[config.mk]
export PLATFORM = sky130hd
export DESIGN_NAME = sxb_bridge
export DESIGN_NICKNAME = d
export VERILOG_FILES = /design/src/sxb_bridge.v /design/src/sxb_sync.v /design/src/sxb_xdec.v
export VERILOG_INCLUDE_DIRS = /design/src
export SDC_FILE = /design/constraint.sdc
export NUM_CORES = 1
export LEC_CHECK = 0
export ABC_CLOCK_PERIOD_IN_PS = 5300
export BUFFER_PORTS_ARGS = -buffer_cell sky130_fd_sc_hd__buf_2
export CORE_MARGIN = 2
export CORE_UTILIZATION = 40
export CTS_BUF_LIST = sky130_fd_sc_hd__clkbuf_16
export CTS_CLUSTER_DIAMETER = 150
export DETAILED_ROUTE_END_ITERATION = 8
export GPL_TIMING_DRIVEN = 0
export PLACE_DENSITY = 0.58
export SLEW_MARGIN = 10
export SYNTH_ARGS = -nofsm -noshare
export SYNTH_HDL_FRONTEND = slang
export SYNTH_SLANG_ARGS = --single-unit
[constraint.sdc]
create_clock -name pclk -period 5.3 [get_ports pclk]
set_clock_uncertainty 0.2 [all_clocks]
set_input_delay 0.53 -clock pclk [delete_from_list [all_inputs] [get_ports pclk]]
set_output_delay 0.53 -clock pclk [all_outputs]
set_load 0.05 [all_outputs]
[src/sxb_consts.vh]
`ifndef SXB_CONSTS_VH
`define SXB_CONSTS_VH

// ============================================================
// Register indexes (byte address is four times the index)
`define SXB_IDX_CS0_A 10'h060
`define SXB_IDX_CS0_B 10'h061
`define SXB_IDX_CS1_A 10'h062
`define SXB_IDX_CS1_B 10'h063
`define SXB_IDX_CS2_A 10'h064
`define SXB_IDX_CS2_B 10'h065
`define SXB_IDX_CS3_A 10'h066
`define SXB_IDX_CS3_B 10'h067
`define SXB_IDX_SADDR 10'h068
`define SXB_IDX_STATUS 10'h069
`define SXB_IDX_MODE 10'h0f0
`define SXB_IDX_OSC 10'h024

// ============================================================
// Reset values and fields
`define SXB_RST_BASE 8'h00
`define SXB_RST_MODE 8'h00
`define SXB_RST_OSC 8'h00
`define SXB_RST_SADDR 7'h2c
`define SXB_BIT_DIS 0
`define SXB_BIT_WP 1
`define SXB_BIT_MODE 0
`define SXB_BIT_Q16 6

// ============================================================
// SMBus command codes and arbitration fields
`define SXB_CMD_ARB 8'h02
`define SXB_CMD_CS_BASE 4'h8
`define SXB_ARB_REQ 0
`define SXB_ARB_GNT 1
`define SXB_ARB_OVR 3

// ============================================================
// Timing
`define SXB_CLK_KHZ 25000
`define SXB_TOUT_MS 35
`define SXB_STRETCH_MAX 4'd10
`define SXB_XB_SETUP 4'd1
`define SXB_XB_STROBE 4'd4
`define SXB_XB_HOLD 4'd1
`endif

[src/sxb_bridge.v]
// Added by the designer: the APB register port.
`default_nettype none
`include "sxb_consts.vh"
module sxb_bridge #(
	parameter TOUT_CYC = `SXB_TOUT_MS * `SXB_CLK_KHZ
) (
	input wire pclk,
	input wire presetn,
	input wire [11:0] paddr,
	input wire psel,
	input wire penable,
	input wire pwrite,
	input wire [31:0] pwdata,
	output reg [31:0] prdata,
	output wire pready,
	output wire pslverr,
	input wire smb_clk_in,
	output wire smb_clk_out,
	output wire smb_clk_oe,
	input wire smb_data_in,
	output wire smb_data_out,
	output wire smb_data_oe,
	input wire lpc_req,
	output wire lpc_gnt,
	input wire lpc_cyc,
	input wire [15:0] lpc_addr,
	input wire lpc_write,
	input wire [7:0] lpc_wdata,
	output wire [7:0] lpc_rdata,
	output wire lpc_done,
	output wire lpc_abort,
	output wire chip_sel_zero_n,
	output wire chip_sel_one_hi,
	output wire chip_sel_two_n,
	output wire chip_sel_three_n,
	output wire ext_read_strobe_n,
	output wire ext_write_strobe_n,
	output wire [3:0] ext_addr_bus,
	input wire [7:0] ext_data_in,
	output wire [7:0] ext_data_out,
	output wire ext_data_oe
);
	localparam [8:0] S_IDLE = 9'h001;
	localparam [8:0] S_ADDR = 9'h002;
	localparam [8:0] S_ACK = 9'h004;
	localparam [8:0] S_CMD = 9'h008;
	localparam [8:0] S_WDAT = 9'h010;
	localparam [8:0] S_WEND = 9'h020;
	localparam [8:0] S_STR = 9'h040;
	localparam [8:0] S_TX = 9'h080;
	localparam [8:0] S_MACK = 9'h100;
	localparam [1:0] OWN_LPC = 2'b01;
	localparam [1:0] OWN_SMB = 2'b10;
	localparam [3:0] XB_END = `SXB_XB_SETUP + `SXB_XB_STROBE + `SXB_XB_HOLD - 4'd1;
	localparam [3:0] XB_STB_END = `SXB_XB_SETUP + `SXB_XB_STROBE;
	localparam [31:0] TOUT_LAST_W = TOUT_CYC - 1;
	localparam [19:0] TOUT_LAST = TOUT_LAST_W[19:0];

	// ============================================================
	// Pin synchronisers and serial line events
	wire scl_s;
	wire sda_s;
	wire [7:0] xd_s;
	reg scl_d_ff;
	reg sda_d_ff;
	wire scl_rise;
	wire scl_fall;
	wire start_ev;
	wire stop_ev;

	sxb_sync #(.W(10)) u_sync (
		.clk(pclk),
		.rst_n(presetn),
		.d({ext_data_in, smb_clk_in, smb_data_in}),
		.q({xd_s, scl_s, sda_s})
	);

	always @(posedge pclk or negedge presetn) begin
		if (!presetn) begin
			scl_d_ff <= 1'b1;
			sda_d_ff <= 1'b1;
		end else begin
			scl_d_ff <= scl_s;
			sda_d_ff <= sda_s;
		end
	end

	assign scl_rise = scl_s & ~scl_d_ff;
	assign scl_fall = ~scl_s & scl_d_ff;
	assign start_ev = scl_s & scl_d_ff & sda_d_ff & ~sda_s;
	assign stop_ev = scl_s & scl_d_ff & ~sda_d_ff & sda_s;

	// ============================================================
	// Configuration registers
	reg [31:0] base_hi_ff;
	reg [31:0] base_lo_ff;
	reg [7:0] mode_ff;
	reg [7:0] osc_ff;
	reg [6:0] saddr_ff;
	wire [9:0] idx;
	wire wr_en;
	wire wp;
	wire prot_idx;
	reg mapped;

	assign idx = paddr[11:2];
	assign wr_en = psel & penable & pwrite;
	assign wp = base_lo_ff[8 + `SXB_BIT_WP];
	assign prot_idx = (idx >= `SXB_IDX_CS1_A) && (idx <= `SXB_IDX_CS3_B);
	assign pready = 1'b1;
	assign pslverr = psel & penable & ~mapped;

	always @(posedge pclk or negedge presetn) begin
		if (!presetn) begin
			base_hi_ff <= {4{`SXB_RST_BASE}};
			base_lo_ff <= {4{`SXB_RST_BASE}};
			mode_ff <= `SXB_RST_MODE;
			osc_ff <= `SXB_RST_OSC;
			saddr_ff <= `SXB_RST_SADDR;
		end else if (wr_en && !(wp && prot_idx)) begin
			case (idx)
				`SXB_IDX_CS0_A: base_hi_ff[7:0] <= pwdata[7:0];
				`SXB_IDX_CS0_B: base_lo_ff[7:0] <= pwdata[7:0];
				`SXB_IDX_CS1_A: base_hi_ff[15:8] <= pwdata[7:0];
				`SXB_IDX_CS1_B: base_lo_ff[15:8] <= {pwdata[7:2], pwdata[1] | wp, pwdata[0]};
				`SXB_IDX_CS2_A: base_hi_ff[23:16] <= pwdata[7:0];
				`SXB_IDX_CS2_B: base_lo_ff[23:16] <= pwdata[7:0];
				`SXB_IDX_CS3_A: base_hi_ff[31:24] <= pwdata[7:0];
				`SXB_IDX_CS3_B: base_lo_ff[31:24] <= pwdata[7:0];
				`SXB_IDX_SADDR: saddr_ff <= pwdata[6:0];
				`SXB_IDX_MODE: mode_ff <= pwdata[7:0];
				`SXB_IDX_OSC: osc_ff <= pwdata[7:0];
				default: mode_ff <= mode_ff;
			endcase
		end
	end

	// ============================================================
	// Arbitration between the host and the SMBus
	reg [1:0] owner_ff;
	reg arb_req_ff;
	reg arb_ovr_ff;
	wire smb_want;

	assign smb_want = arb_req_ff | arb_ovr_ff;
	assign lpc_gnt = owner_ff[0];

	always @(posedge pclk or negedge presetn) begin
		if (!presetn) begin
			owner_ff <= 2'b00;
		end else if (arb_ovr_ff) begin
			owner_ff <= OWN_SMB;
		end else begin
			case (owner_ff)
				OWN_LPC: owner_ff <= lpc_req ? OWN_LPC : 2'b00;
				OWN_SMB: owner_ff <= smb_want ? OWN_SMB : 2'b00;
				default: owner_ff <= lpc_req ? OWN_LPC : (smb_want ? OWN_SMB : 2'b00);
			endcase
		end
	end

	// ============================================================
	// SMBus slave
	reg [8:0] st_ff;
	reg [8:0] ret_ff;
	reg [3:0] cnt_ff;
	reg [6:0] sh_ff;
	reg [7:0] cmd_ff;
	reg [7:0] wdat_ff;
	reg [7:0] tx_ff;
	reg rd2_ff;
	reg ack_on_ff;
	reg sda_oe_ff;
	reg scl_oe_ff;
	reg [3:0] str_cnt_ff;
	reg [19:0] tout_ff;
	reg smb_wr_go_ff;
	reg smb_rd_go_ff;
	reg smb_rdy_ff;
	reg [7:0] smb_rdata_ff;
	wire [7:0] byte_in;
	wire tout_hit;

	assign byte_in = {sh_ff, sda_s};
	assign tout_hit = (tout_ff == TOUT_LAST);
	assign smb_clk_out = 1'b0;
	assign smb_data_out = 1'b0;
	assign smb_clk_oe = scl_oe_ff;
	assign smb_data_oe = sda_oe_ff;

	always @(posedge pclk or negedge presetn) begin
		if (!presetn) begin
			tout_ff <= 20'h00000;
		end else if (scl_s || tout_hit) begin
			tout_ff <= 20'h00000;
		end else begin
			tout_ff <= tout_ff + 20'h00001;
		end
	end

	always @(posedge pclk or negedge presetn) begin
		if (!presetn) begin
			st_ff <= S_IDLE;
			ret_ff <= S_IDLE;
			cnt_ff <= 4'h0;
			sh_ff <= 7'h00;
			cmd_ff <= 8'h00;
			wdat_ff <= 8'h00;
			tx_ff <= 8'h00;
			rd2_ff <= 1'b0;
			ack_on_ff <= 1'b0;
			sda_oe_ff <= 1'b0;
			scl_oe_ff <= 1'b0;
			str_cnt_ff <= 4'h0;
			smb_wr_go_ff <= 1'b0;
			smb_rd_go_ff <= 1'b0;
			arb_req_ff <= 1'b0;
			arb_ovr_ff <= 1'b0;
		end else begin
			smb_wr_go_ff <= 1'b0;
			smb_rd_go_ff <= 1'b0;
			if (tout_hit || stop_ev) begin
				// Timeout, early stop and start-stop all land here.
				if (stop_ev && st_ff == S_WEND) begin
					if (cmd_ff == `SXB_CMD_ARB) begin
						arb_req_ff <= wdat_ff[`SXB_ARB_REQ];
						arb_ovr_ff <= wdat_ff[`SXB_ARB_OVR];
					end else begin
						smb_wr_go_ff <= 1'b1;
					end
				end
				st_ff <= S_IDLE;
				sda_oe_ff <= 1'b0;
				scl_oe_ff <= 1'b0;
				ack_on_ff <= 1'b0;
			end else if (start_ev) begin
				cnt_ff <= 4'h0;
				sda_oe_ff <= 1'b0;
				ack_on_ff <= 1'b0;
				if (st_ff == S_IDLE) begin
					st_ff <= S_ADDR;
					rd2_ff <= 1'b0;
				end else if (st_ff == S_WDAT && cnt_ff == 4'h1) begin
					// A repeated start always follows one rising clock that was counted as a data bit.
					st_ff <= S_ADDR;
					rd2_ff <= 1'b1;
				end else begin
					st_ff <= S_IDLE;
				end
			end else begin
				case (st_ff)
					S_ADDR, S_CMD, S_WDAT: begin
						if (scl_rise) begin
							sh_ff <= byte_in[6:0];
							cnt_ff <= cnt_ff + 4'h1;
							if (cnt_ff == 4'h7) begin
								cnt_ff <= 4'h0;
								st_ff <= S_ACK;
								if (st_ff == S_ADDR) begin
									ret_ff <= rd2_ff ? S_STR : S_CMD;
									if (byte_in[7:1] != saddr_ff || byte_in[0] != rd2_ff)
										st_ff <= S_IDLE;
									else if (rd2_ff)
										smb_rd_go_ff <= 1'b1;
								end else if (st_ff == S_CMD) begin
									cmd_ff <= byte_in;
									ret_ff <= S_WDAT;
								end else begin
									wdat_ff <= byte_in;
									ret_ff <= S_WEND;
								end
							end
						end
					end
					S_ACK: begin
						if (scl_fall) begin
							if (!ack_on_ff) begin
								sda_oe_ff <= 1'b1;
								ack_on_ff <= 1'b1;
							end else begin
								sda_oe_ff <= 1'b0;
								ack_on_ff <= 1'b0;
								st_ff <= ret_ff;
								if (ret_ff == S_STR) begin
									scl_oe_ff <= 1'b1;
									str_cnt_ff <= 4'h0;
								end
							end
						end
					end
					S_WEND: begin
						// A stop also begins with a rising clock, so only a falling clock marks a second byte.
						if (scl_fall)
							st_ff <= S_IDLE;
					end
					S_STR: begin
						str_cnt_ff <= str_cnt_ff + 4'h1;
						if (smb_rdy_ff || str_cnt_ff == `SXB_STRETCH_MAX - 4'd1) begin
							scl_oe_ff <= 1'b0;
							tx_ff <= smb_rdy_ff ? smb_rdata_ff : 8'h00;
							sda_oe_ff <= ~(smb_rdy_ff & smb_rdata_ff[7]);
							cnt_ff <= 4'h0;
							st_ff <= S_TX;
						end
					end
					S_TX: begin
						if (scl_fall) begin
							if (cnt_ff == 4'h7) begin
								sda_oe_ff <= 1'b0;
								st_ff <= S_MACK;
							end else begin
								tx_ff <= {tx_ff[6:0], 1'b0};
								sda_oe_ff <= ~tx_ff[6];
								cnt_ff <= cnt_ff + 4'h1;
							end
						end
					end
					S_MACK: begin
						if (scl_rise)
							st_ff <= S_IDLE;
					end
					default: st_ff <= S_IDLE;
				endcase
			end
		end
	end

	// ============================================================
	// External bus cycle engine
	wire [3:0] lpc_hit;
	wire [3:0] smb_hit;
	reg xb_busy_ff;
	reg xb_src_ff;
	reg xb_wr_ff;
	reg [3:0] xb_cnt_ff;
	reg [3:0] xb_cs_ff;
	reg [3:0] xb_addr_ff;
	reg [7:0] xb_dout_ff;
	reg [7:0] lpc_rdata_ff;
	reg lpc_done_ff;
	reg lpc_abort_ff;
	wire stb_on;
	wire lpc_go;
	wire smb_go;

	sxb_xdec u_xdec (
		.addr(lpc_addr),
		.cmd(cmd_ff),
		.base_hi(base_hi_ff),
		.base_lo(base_lo_ff),
		.mode2(mode_ff[`SXB_BIT_MODE]),
		.qual16(osc_ff[`SXB_BIT_Q16]),
		.lpc_hit(lpc_hit),
		.smb_hit(smb_hit)
	);

	assign stb_on = xb_busy_ff && xb_cnt_ff >= `SXB_XB_SETUP && xb_cnt_ff < XB_STB_END;
	assign lpc_go = lpc_cyc & (owner_ff == OWN_LPC) & ~xb_busy_ff & (|lpc_hit);
	assign smb_go = (smb_wr_go_ff | smb_rd_go_ff) & (owner_ff == OWN_SMB) & ~xb_busy_ff & (|smb_hit);

	always @(posedge pclk or negedge presetn) begin
		if (!presetn) begin
			xb_busy_ff <= 1'b0;
			xb_src_ff <= 1'b0;
			xb_wr_ff <= 1'b0;
			xb_cnt_ff <= 4'h0;
			xb_cs_ff <= 4'h0;
			xb_addr_ff <= 4'h0;
			xb_dout_ff <= 8'h00;
			lpc_rdata_ff <= 8'h00;
			lpc_done_ff <= 1'b0;
			lpc_abort_ff <= 1'b0;
			smb_rdy_ff <= 1'b0;
			smb_rdata_ff <= 8'h00;
		end else begin
			lpc_done_ff <= 1'b0;
			lpc_abort_ff <= 1'b0;
			if (smb_rd_go_ff) begin
				smb_rdy_ff <= ~smb_go;
				if (cmd_ff == `SXB_CMD_ARB)
					smb_rdata_ff <= {4'h0, arb_ovr_ff, 1'b0, owner_ff == OWN_SMB, arb_req_ff};
				else
					smb_rdata_ff <= 8'h00;
			end
			if (lpc_cyc && !lpc_go && !xb_busy_ff) begin
				lpc_done_ff <= 1'b1;
				lpc_rdata_ff <= 8'hff;
			end
			if (lpc_go || smb_go) begin
				xb_busy_ff <= 1'b1;
				xb_src_ff <= smb_go;
				xb_wr_ff <= lpc_go ? lpc_write : smb_wr_go_ff;
				xb_cnt_ff <= 4'h0;
				xb_cs_ff <= lpc_go ? lpc_hit : smb_hit;
				xb_addr_ff <= lpc_go ? lpc_addr[3:0] : cmd_ff[3:0];
				xb_dout_ff <= lpc_go ? lpc_wdata : wdat_ff;
			end else if (xb_busy_ff && !xb_src_ff && arb_ovr_ff) begin
				xb_busy_ff <= 1'b0;
				xb_cs_ff <= 4'h0;
				lpc_abort_ff <= 1'b1;
			end else if (xb_busy_ff) begin
				xb_cnt_ff <= xb_cnt_ff + 4'h1;
				if (xb_cnt_ff == XB_STB_END - 4'd1 && !xb_wr_ff) begin
					if (xb_src_ff) begin
						smb_rdata_ff <= xd_s;
						smb_rdy_ff <= 1'b1;
					end else begin
						lpc_rdata_ff <= xd_s;
					end
				end
				if (xb_cnt_ff == XB_END) begin
					xb_busy_ff <= 1'b0;
					xb_cs_ff <= 4'h0;
					lpc_done_ff <= ~xb_src_ff;
				end
			end
		end
	end

	assign chip_sel_zero_n = ~xb_cs_ff[0];
	assign chip_sel_one_hi = xb_cs_ff[1];
	assign chip_sel_two_n = ~xb_cs_ff[2];
	assign chip_sel_three_n = ~xb_cs_ff[3];
	assign ext_read_strobe_n = ~(stb_on & ~xb_wr_ff);
	assign ext_write_strobe_n = ~(stb_on & xb_wr_ff);
	assign ext_addr_bus = xb_addr_ff;
	assign ext_data_out = xb_dout_ff;
	assign ext_data_oe = xb_busy_ff & xb_wr_ff;
	assign lpc_rdata = lpc_rdata_ff;
	assign lpc_done = lpc_done_ff;
	assign lpc_abort = lpc_abort_ff;

	// ============================================================
	// Register read path
	always @* begin
		mapped = 1'b1;
		prdata = 32'h00000000;
		case (idx)
			`SXB_IDX_CS0_A: prdata[7:0] = base_hi_ff[7:0];
			`SXB_IDX_CS0_B: prdata[7:0] = base_lo_ff[7:0];
			`SXB_IDX_CS1_A: prdata[7:0] = base_hi_ff[15:8];
			`SXB_IDX_CS1_B: prdata[7:0] = base_lo_ff[15:8];
			`SXB_IDX_CS2_A: prdata[7:0] = base_hi_ff[23:16];
			`SXB_IDX_CS2_B: prdata[7:0] = base_lo_ff[23:16];
			`SXB_IDX_CS3_A: prdata[7:0] = base_hi_ff[31:24];
			`SXB_IDX_CS3_B: prdata[7:0] = base_lo_ff[31:24];
			`SXB_IDX_SADDR: prdata[6:0] = saddr_ff;
			`SXB_IDX_STATUS: prdata[7:0] = {3'b000, st_ff == S_IDLE, xb_busy_ff, arb_ovr_ff, owner_ff};
			`SXB_IDX_MODE: prdata[7:0] = mode_ff;
			`SXB_IDX_OSC: prdata[7:0] = osc_ff;
			default: mapped = 1'b0;
		endcase
	end
endmodule // sxb_bridge
`default_nettype wire

[src/sxb_sync.v]
`default_nettype none
module sxb_sync #(
	parameter W = 1
) (
	input wire clk,
	input wire rst_n,
	input wire [W-1:0] d,
	output wire [W-1:0] q
);
	reg [W-1:0] meta_ff;
	reg [W-1:0] sync_ff;

	always @(posedge clk or negedge rst_n) begin
		if (!rst_n) begin
			meta_ff <= {W{1'b0}};
			sync_ff <= {W{1'b0}};
		end else begin
			meta_ff <= d;
			sync_ff <= meta_ff;
		end
	end

	assign q = sync_ff;
endmodule // sxb_sync
`default_nettype wire

[src/sxb_xdec.v]
`default_nettype none
`include "sxb_consts.vh"
module sxb_xdec (
	input wire [15:0] addr,
	input wire [7:0] cmd,
	input wire [31:0] base_hi,
	input wire [31:0] base_lo,
	input wire mode2,
	input wire qual16,
	output wire [3:0] lpc_hit,
	output wire [3:0] smb_hit
);
	wire q_ok;
	wire [3:0] en;

	assign q_ok = ~qual16 | (addr[15:12] == 4'h0);
	assign en = {~base_lo[24], ~base_lo[16], ~base_lo[8], 1'b1};
	assign lpc_hit[0] = q_ok & (addr[11:0] == {base_hi[3:0], base_lo[7:0]});
	assign lpc_hit[1] = q_ok & en[1] & (addr[11:2] == {base_hi[11:8], base_lo[15:10]});

	genvar k;
	generate
		for (k = 0; k < 4; k = k + 1) begin : g_smb
			localparam [31:0] CODE_W = `SXB_CMD_CS_BASE + k;
			assign smb_hit[k] = en[k] & (cmd[7:4] == CODE_W[3:0]);
		end
		for (k = 2; k < 4; k = k + 1) begin : g_lpc
			wire m1;
			wire m2;
			assign m1 = addr[15:2] == {base_hi[8*k +: 8], base_lo[8*k+2 +: 6]};
			assign m2 = addr[15:4] == {base_hi[8*k +: 8], base_lo[8*k+4 +: 4]};
			assign lpc_hit[k] = q_ok & en[k] & (mode2 ? m2 : m1);
		end
	endgenerate
endmodule // sxb_xdec
`default_nettype wire

Yosys cells after proc, flatten, opt, wreduce, memory -nomap -nowiden. Cells that the tools add are included. W data, S select, Z words.

Bits in registers: 237. Input bits: 86. Logic and storage cells: 361.

$add $sub $neg: 4. Magnitude comparators: 4. Equal/unequal tests: 68. Mux-type cells: 118. Bitwise gates (word level): 58. Reduce and logical (&&, ||, !) cells: 64.

Operators with widths (number): $mux W8 (13); $eq A10 B7 Y1 const B (10); $mux W9 (11); $pmux W7 S12 (1); $mux W4 (19); $pmux W9 S6 (1); $mux W1 (51); $mux W7 (6); $eq A12 B12 Y1 (3); $ne A4 B4 Y1 const B (9); $and A1 B1 Y1 (30); $eq A14 B14 Y1 (2); $reduce_and A2 Y1 (14); $ne A3 B3 Y1 const B (8); $not A1 Y1 (24); $reduce_and A6 Y1 (4); $add A20 B1 Y20 const B (1); $eq A20 B20 Y1 const B (1); $eq A4 B4 Y1 const B (5); $mux W20 (1); $eq A9 B7 Y1 const B (2); $reduce_bool A3 Y1 (5); $ne A2 B2 Y1 const B (7); $pmux W7 S2 (1); 49 further kinds (87).

Longest topological paths before layout. Gate-level depths: netlist of run 1.

Depth in word-level cells: 15. Depth in mapped cells: 9. Depth with buffers taken out: 8.

Modules after synthesis. A second synthesis of run 1 with hierarchy kept.

Cell total of the unflattened synthesis: 1065. Area total of the unflattened synthesis: 11795.1 µm².

Modules (own cells, without submodules): sxb_bridge (instances 1, cells an instance 964, area each 10642.7 µm², seq. area each 5338.9 µm²); sxb_xdec (instances 1, cells an instance 81, area each 651.9 µm², seq. area each 0.0 µm²); sxb_sync (instances 1, cells an instance 20, area each 500.5 µm², seq. area each 500.5 µm²).

Worst setup path after synthesis of run 1. Ideal clock, no wire load.

Kind: input-to-output. From: in paddr[4]. To: out prdata[1]. Arrival: 2.535 ns. Required time: 4.570 ns. Slack: 2.035 ns. Stages: 7. Buffers on the path: 2. Path through: clkbuf_1 -> clkbuf_1 -> nor2b_1 -> nand2_1 -> o21ai_0 -> a221oi_1 -> o221ai_1.

Longest elaborated chain between the ends: 2.

RTL lines: start, declared (line sxb_bridge.v:9) `input wire [11:0] paddr,`; $eq A10 B6 Y1 (tied with other cells) (line sxb_bridge.v:438) `case (idx)`; $pmux W7 S12 * (line sxb_bridge.v:438); end, declared (line sxb_bridge.v:14) `output reg [31:0] prdata,`.

Every way passes the cells marked *; elsewhere a longest branch is shown, timed or not.

Final worst setup path of run 1.
From: in paddr[4]. To: out prdata[0].

Same word-level chain as after synthesis.

==> results of run 1 <==
## where the power goes
group / switching, uW / internal, uW
logic: 189 / 89.5
registers: 25.2 / 1810
clock network: 736 / 1110
total: 951 / 3010
## cell type report
class	instances	area, um2	share of cell area
Timing Repair Buffer	108	650.6	0.04662
Clock buffer	27	675.6	0.04842
Tap cell	390	488.0	0.03497
Inverter	19	71.32	0.005111
Buffer	70	394.1	0.02824
Sequential cell	233	5839	0.4185
Clock inverter	20	195.2	0.01399
Multi-Input combinational cell	763	5640	0.4042
## worst register-to-register path, delay by kind of cell (launching register included)
family,cells,cell delay (ns)
adders and majority gates,1,0.27
buffers and inverters,1,0.42
DFF,1,0.47
muxes,1,0.37
and+or+nand+nor,4,1.40
## cells by family after synthesis
family | count (synthesis)
mux | 162
flops | 233
other cells | 2
simple gates | 310
xor+xnor | 83
compound gates | 171
buf+inv | 89
fa+ha+maj | 10
## placed cells by master (no fill, tap or decap), types with 7 or more instances in the layout
cell type,instances
dlygate4sd3_1,11
ha_1,10
dfrtp_1,226
nor2_1,55
nand4_1,14
mux2_2,131
a31oi_1,7
and2_1,8
inv_1,24
nand2b_1,19
a21oi_1,35
o211ai_1,8
clkbuf_16,27
o21ai_0,44
mux2i_1,20
nand2_1,63
xnor2_1,28
o21ai_1,7
xor2_1,55
mux2_4,8
dfstp_2,7
or3_1,14
buf_4,28
a22oi_1,20
nor4_1,12
conb_1,27
nand3_1,36
nor3_1,22
clkbuf_1,28
nor2b_1,7
buf_2,102
and3_1,15
## path summary, 6_finish.rpt
| path | startpoint | end | slack [ns] | depth (start not counted) |
|---|---|---|---|---|
| min in group asynchronous | presetn | smb_clk_oe$_DFFE_PN0P_ | 0.33 | 2 |
| worst min register to register | u_sync.meta_ff[0]$_DFF_PN0_ | u_sync.q[0]$_DFF_PN0_ | 0.15 | 0 |
| worst max-delay path | paddr[4] | prdata[0] | 1.36 | 8 |
| worst min-delay path | lpc_wdata[1] | ext_data_out[1]$_DFFE_PN0P_ | 0.03 | 2 |
| max in group asynchronous | presetn | base_lo_ff[14]$_DFFE_PN0P_ | 3.31 | 4 |
| worst max register to register | owner_ff[0]$_DFF_PN0_ | ext_addr_bus[1]$_DFFE_PN0P_ | 2.06 | 7 |
## per-layer routing
metal	share of wire	GRT usage
met1	0.46	0.2891
met2	0.46	0.3359
met3	0.050	0.03273
met4	0.028	0.05820
met5	0	0
## stage by stage
| step | setup TNS (ns) | hold slack, ns | cells | utilization | total power (uW) |
|---|---|---|---|---|---|
| after floorplan | 0 | 0.03441 | 1085 | - | 2018 |
| after global placement | -168.82 | 0.1342 | 1570 | 0.4388 | 2128 |
| after detailed placement | 0 | 0.1363 | 1572 | 0.4410 | 2136 |
| after CTS | 0 | 0.01703 | 1630 | 0.4744 | 3998 |
| after global routing | 0 | 0.02979 | 1630 | 0.4746 | 4111 |
| final | 0 | 0.03303 | 1630 | 0.4746 | 3959 |
## registers in the layout (all words and copies together) (netlist names), 2 cells and up
| name | count |
|---|---|
| ext_data_out | 8 |
| st_ff | 9 |
| sh_ff | 7 |
| owner_ff | 2 |
| base_hi_ff | 32 |
| saddr_ff | 7 |
| xb_cnt_ff | 4 |
| tx_ff | 7 |
| u_sync.q | 10 |
| ret_ff | 5 |
| smb_rdata_ff | 8 |
| str_cnt_ff | 4 |
| base_lo_ff | 32 |
| lpc_rdata | 8 |
| mode_ff | 8 |
| cmd_ff | 8 |
| tout_ff | 20 |
| wdat_ff | 8 |
| cnt_ff | 4 |
| ext_addr_bus | 4 |
| u_sync.meta_ff | 10 |
| osc_ff | 8 |
| xb_cs_ff | 4 |
==> impl_metrics.tcl, run 1 <==
set metrics [dict create \
    crit_type "input pin to primary output" \
    synth_xor_area_frac 0.06137 \
    seq_area_frac_synth 0.4930 \
    max_cap_violations 0 \
    worst_pin_slew_ns 1.304 \
    post_cts_resized 0 \
    crit_chain "clkbuf_1 > clkbuf_1 > nor2b_1 > nand2_1 > o32ai_1 > a31oi_1 > nand3_1 > buf_2" \
    fmaxAchievable_ghz 0.2536 \
    power_density_nw_per_um2 283.7 \
    die_h_um 176.1 \
    finalHoldViolCount 0 \
    synth_area_leader_cell "dfrtp_1" \
    synth_edf_count 0 \
    critical_path.top_delay_family "buffers and inverters" \
    dr.pass1.iters 5 \
    placed_area_um2 12970 \
    num_rows 63 \
    wirelength_um 31910 \
    fin_crit_ns 3.944 \
    post-route-drc-count 0 \
    synth-seq-cells 233 \
    peakVddDrop_mv 0.2168 \
    slew_viol_final 0 \
    area_growth_pct 17.81 \
    synth_top_family_by_area "multiplexers" \
    die_area_um2 31010 \
    cp_num_buf_inv 3 \
    end_kind "primary output" \
    synth_most_common_cell "dfrtp_1" \
    coreArea_um2 29400 \
    num_vias 8748 \
    antenna_found_initial 0 \
    avgRoutedWirePerCell_um 19.58 \
    grt_overflow 0 \
    synth_compound_area_frac 0.09295 \
    nFillCells 2731 \
    nets 1318 \
    cts_hold_buf 11 \
    yosys.area_share.simple 0.1449 \
    gp_congestion 0.9132 \
    cts_sinks 233 \
    h-tree-depth 1 \
    fin_ws_ns 1.356 \
    design_area_um2 13950 \
    initial_core_util 0.4029 \
    period_share 0.7441 \
    ant_nets 0 \
    synthDistinctLibCells 73 \
    die_x_um 176.1 \
    drtIter0Drc 562 \
    syn_area_um2 11850 \
    portBuffers 95 \
    cts_tree "built" \
    hp-class "input pin to flip-flop" \
    worstPathMaxFanout 10 \
    async_flop_share 1.000 \
    required_ns 4.57 \
    synth_area_per_cell_um2 11.17 \
    outcome "finished clean" \
    synth-adder-area-share 0.01056 \
    grt_pass1_vias 8737 \
    viasPerCell 5.367 \
    synth_mux_area_frac 0.1573 \
    synth_flop_cell "dfrtp_1" \
    drive_above_1_share 0.2798 \
    track_usage 0.2073 \
    pre_cts_slack_ns 1.475 \
    hpwl_um 22990 \
    worstPathArrival_ns 3.21 \
    cpPeakStageDelay_ns 0.58 \
    netlist.area_leader.share 0.4774 \
    cts_root_buffer "clkbuf_16" \
    synth_commonest_cells "226 x dfrtp_1, 131 x mux2_2, 63 x nand2_1" \
    synthCells 1060 \
    diodes 0 \
    cts.path.max_buffers 3 \
    slew_headroom 0.1239 \
    clk_pin_slew_worst_paths_ns 0.06 \
    cts_buffers 27 \
    crit_path_start_kind "input pin" \
    setup_viol 0 \
    slowest_stage "clkbuf_1" \
    grt_pass1_wl_um 50110 \
    grt_max_degree 97 \
    critPathMostFrequentCell "clkbuf_1" \
    synth_area_leaders "dfrtp_1 48%, mux2_2 12%, xor2_1 4.1%, xnor2_1 2.1%, nand2_1 2.0%" \
    clock_latency_ns 0.53 \
    yosysWarningCount 0 \
    p_leak_uw 0.006523 \
    grt_setup_unrepaired "false" \
    cts_setup_buffers 0 \
    ioPinCount 154 \
]
No activity file was read; power rests on OpenSTA's default activity.
==> inputs of run 2 (changes only) <==
--- a/config.mk
+++ b/config.mk
@@ -6,7 +6,7 @@
 export SDC_FILE = /design/constraint.sdc
 export NUM_CORES = 1
 export LEC_CHECK = 0
-export ABC_CLOCK_PERIOD_IN_PS = 5300
+export ABC_CLOCK_PERIOD_IN_PS = 3700
 export BUFFER_PORTS_ARGS = -buffer_cell sky130_fd_sc_hd__buf_2
 export CORE_MARGIN = 2
 export CORE_UTILIZATION = 40
==> constraint.sdc (replaced) <==
create_clock -name pclk -period 3.7 [get_ports pclk]
set_clock_uncertainty 0.2 [all_clocks]
set_input_delay 0.37 -clock pclk [delete_from_list [all_inputs] [get_ports pclk]]
set_output_delay 0.37 -clock pclk [all_outputs]
set_load 0.05 [all_outputs]
==> impl_metrics.tcl, run 2 (same netlist as run 1, synthesis figures left out) <==
set metrics [dict create \
    ant_nets 0 \
    end_kind "primary output" \
    holdWs_ns 0.1444 \
    worstPathMaxFanout 10 \
    grt_pass1_wl_um 50310 \
    antenna_found_initial 0 \
    cpPeakStageDelay_ns 0.59 \
    h-tree-depth 1 \
    cts.path.max_buffers 3 \
    nFillCells 2719 \
    slew_headroom 0.1176 \
    die_x_um 176.1 \
    layout_common_cells "226 x dfrtp_1, 131 x mux2_2, 102 x buf_2" \
    cts_tree "built" \
    pre_cts_slack_ns 0.1714 \
    finalHoldViolCount 0 \
    use_met1 0.2892 \
    cts_hold_buf 30 \
    required_ns 3.13 \
    cts_setup_buffers 0 \
    min-delay-start "lpc_cyc" \
    peakVddDrop_mv 0.3122 \
    design_area_um2 14140 \
    crit_chain "clkbuf_1 > clkbuf_1 > nor2b_1 > nand2_1 > o32ai_1 > a31oi_1 > nand3_1 > buf_2" \
    num_vias 8798 \
    r2r_start "owner_ff[0]$_DFF_PN0_" \
    num_rows 63 \
    critical_path.top_delay_family "buffers and inverters" \
    top_regs "base_hi_ff: 32 flops, base_lo_ff: 32 flops, tout_ff: 20 flops" \
    grt_max_degree 97 \
    diodes 0 \
    hpwl_um 22990 \
    p_leak_uw 0.006603 \
    coreArea_um2 29400 \
    worst_pin_slew_ns 1.313 \
    post-route-drc-count 0 \
    crit_path_start_kind "input pin" \
    multi_input_area_um2 5640 \
    fin_crit_ns 3.644 \
    clk_pin_slew_worst_paths_ns 0.06 \
    post_cts_resized 0 \
    critPathMostFrequentCell "clkbuf_1" \
    hp-class "input pin to flip-flop" \
    wirelength_um 31900 \
    crit_type "input pin to primary output" \
    busiest_layer "met2" \
    crit_start "paddr[4]" \
    die_area_um2 31010 \
    avgRoutedWirePerCell_um 19.34 \
    slowest_stage "clkbuf_1" \
    grtUsageMet2 0.3377 \
    drtIter0Drc 543 \
    grt_setup_unrepaired "false" \
    grt_overflow 0 \
    grt_use_met3 0.03273 \
    cp_num_buf_inv 3 \
    grt_pass1_vias 8798 \
    worstPathArrival_ns 3.07 \
    power_density_nw_per_um2 402.0 \
    area_growth_pct 19.41 \
    dr.pass1.iters 5 \
    cts_buffers 27 \
    max_cap_violations 0 \
    final_common_cell "dfrtp_1" \
    die_h_um 176.1 \
    cts_sinks 233 \
    tns_ns 0 \
    track_usage 0.2078 \
    fmaxAchievable_ghz 0.2744 \
    initial_core_util 0.4029 \
    drive_above_1_share 0.2756 \
    nets 1337 \
    slew_viol_final 0 \
    utilization 0.4811 \
    period_share 0.9850 \
    seqCellArea_um2 5839 \
    gp_congestion 0.9132 \
    clock_latency_ns 0.53 \
    ioPinCount 154 \
    setup_viol 0 \
    fin_ws_ns 0.05566 \
    portBuffers 95 \
    placed_area_um2 12970 \
    viasPerCell 5.335 \
    outcome "finished clean" \
    cts_root_buffer "clkbuf_16" \
]
-- run 2: final timing paths --
| path | depth (start not counted) | endpoint | slack (ns) |
|---|---|---|---|
| max | 8 | prdata[0] | 0.06 |
| min | 3 | lpc_done$_DFF_PN0_ | 0.14 |
| max reg2reg | 7 | ext_addr_bus[1]$_DFFE_PN0P_ | 0.46 |
| min reg2reg | 0 | u_sync.q[0]$_DFF_PN0_ | 0.15 |
| max in group asynchronous | 4 | base_lo_ff[14]$_DFFE_PN0P_ | 1.88 |
| min in group asynchronous | 2 | smb_clk_oe$_DFFE_PN0P_ | 0.17 |
-- run 2: final cells by class --
class,instances,area share
clock inverter,20,0.01380
tap,390,0.03450
timing repair buffer,127,0.05944
buffer,70,0.02786
clock buffer,27,0.04777
inverter,19,0.005042
sequential,233,0.4128
multi-input combinational,763,0.3988
-- run 2: metal layers --
metal	part of all wire	wire length (um)
met2	0.46	14740
met4	0.028	895
met5	0	0
met1	0.45	14470
met3	0.056	1789
-- run 2: worst register-to-register path, delay by kind of cell, from the launching register on --
kind	cells	cell delay (ns)
muxes	1	0.37
and+or+nand+nor	4	1.40
DFF	1	0.47
buffers and inverters	1	0.42
adders and majority gates	1	0.27
-- run 2: power by group --
group	switching, uW	internal [uW]
registers	36.1	2590
clock network	1050	1590
logic	274	141
-- run 2: through the flow --
step | instances | power (uW)
after floorplan | 1085 | 2890
after global placement | 1570 | 3049
after detailed placement | 1572 | 3060
after CTS | 1649 | 5743
after global routing | 1649 | 5906
final | 1649 | 5687
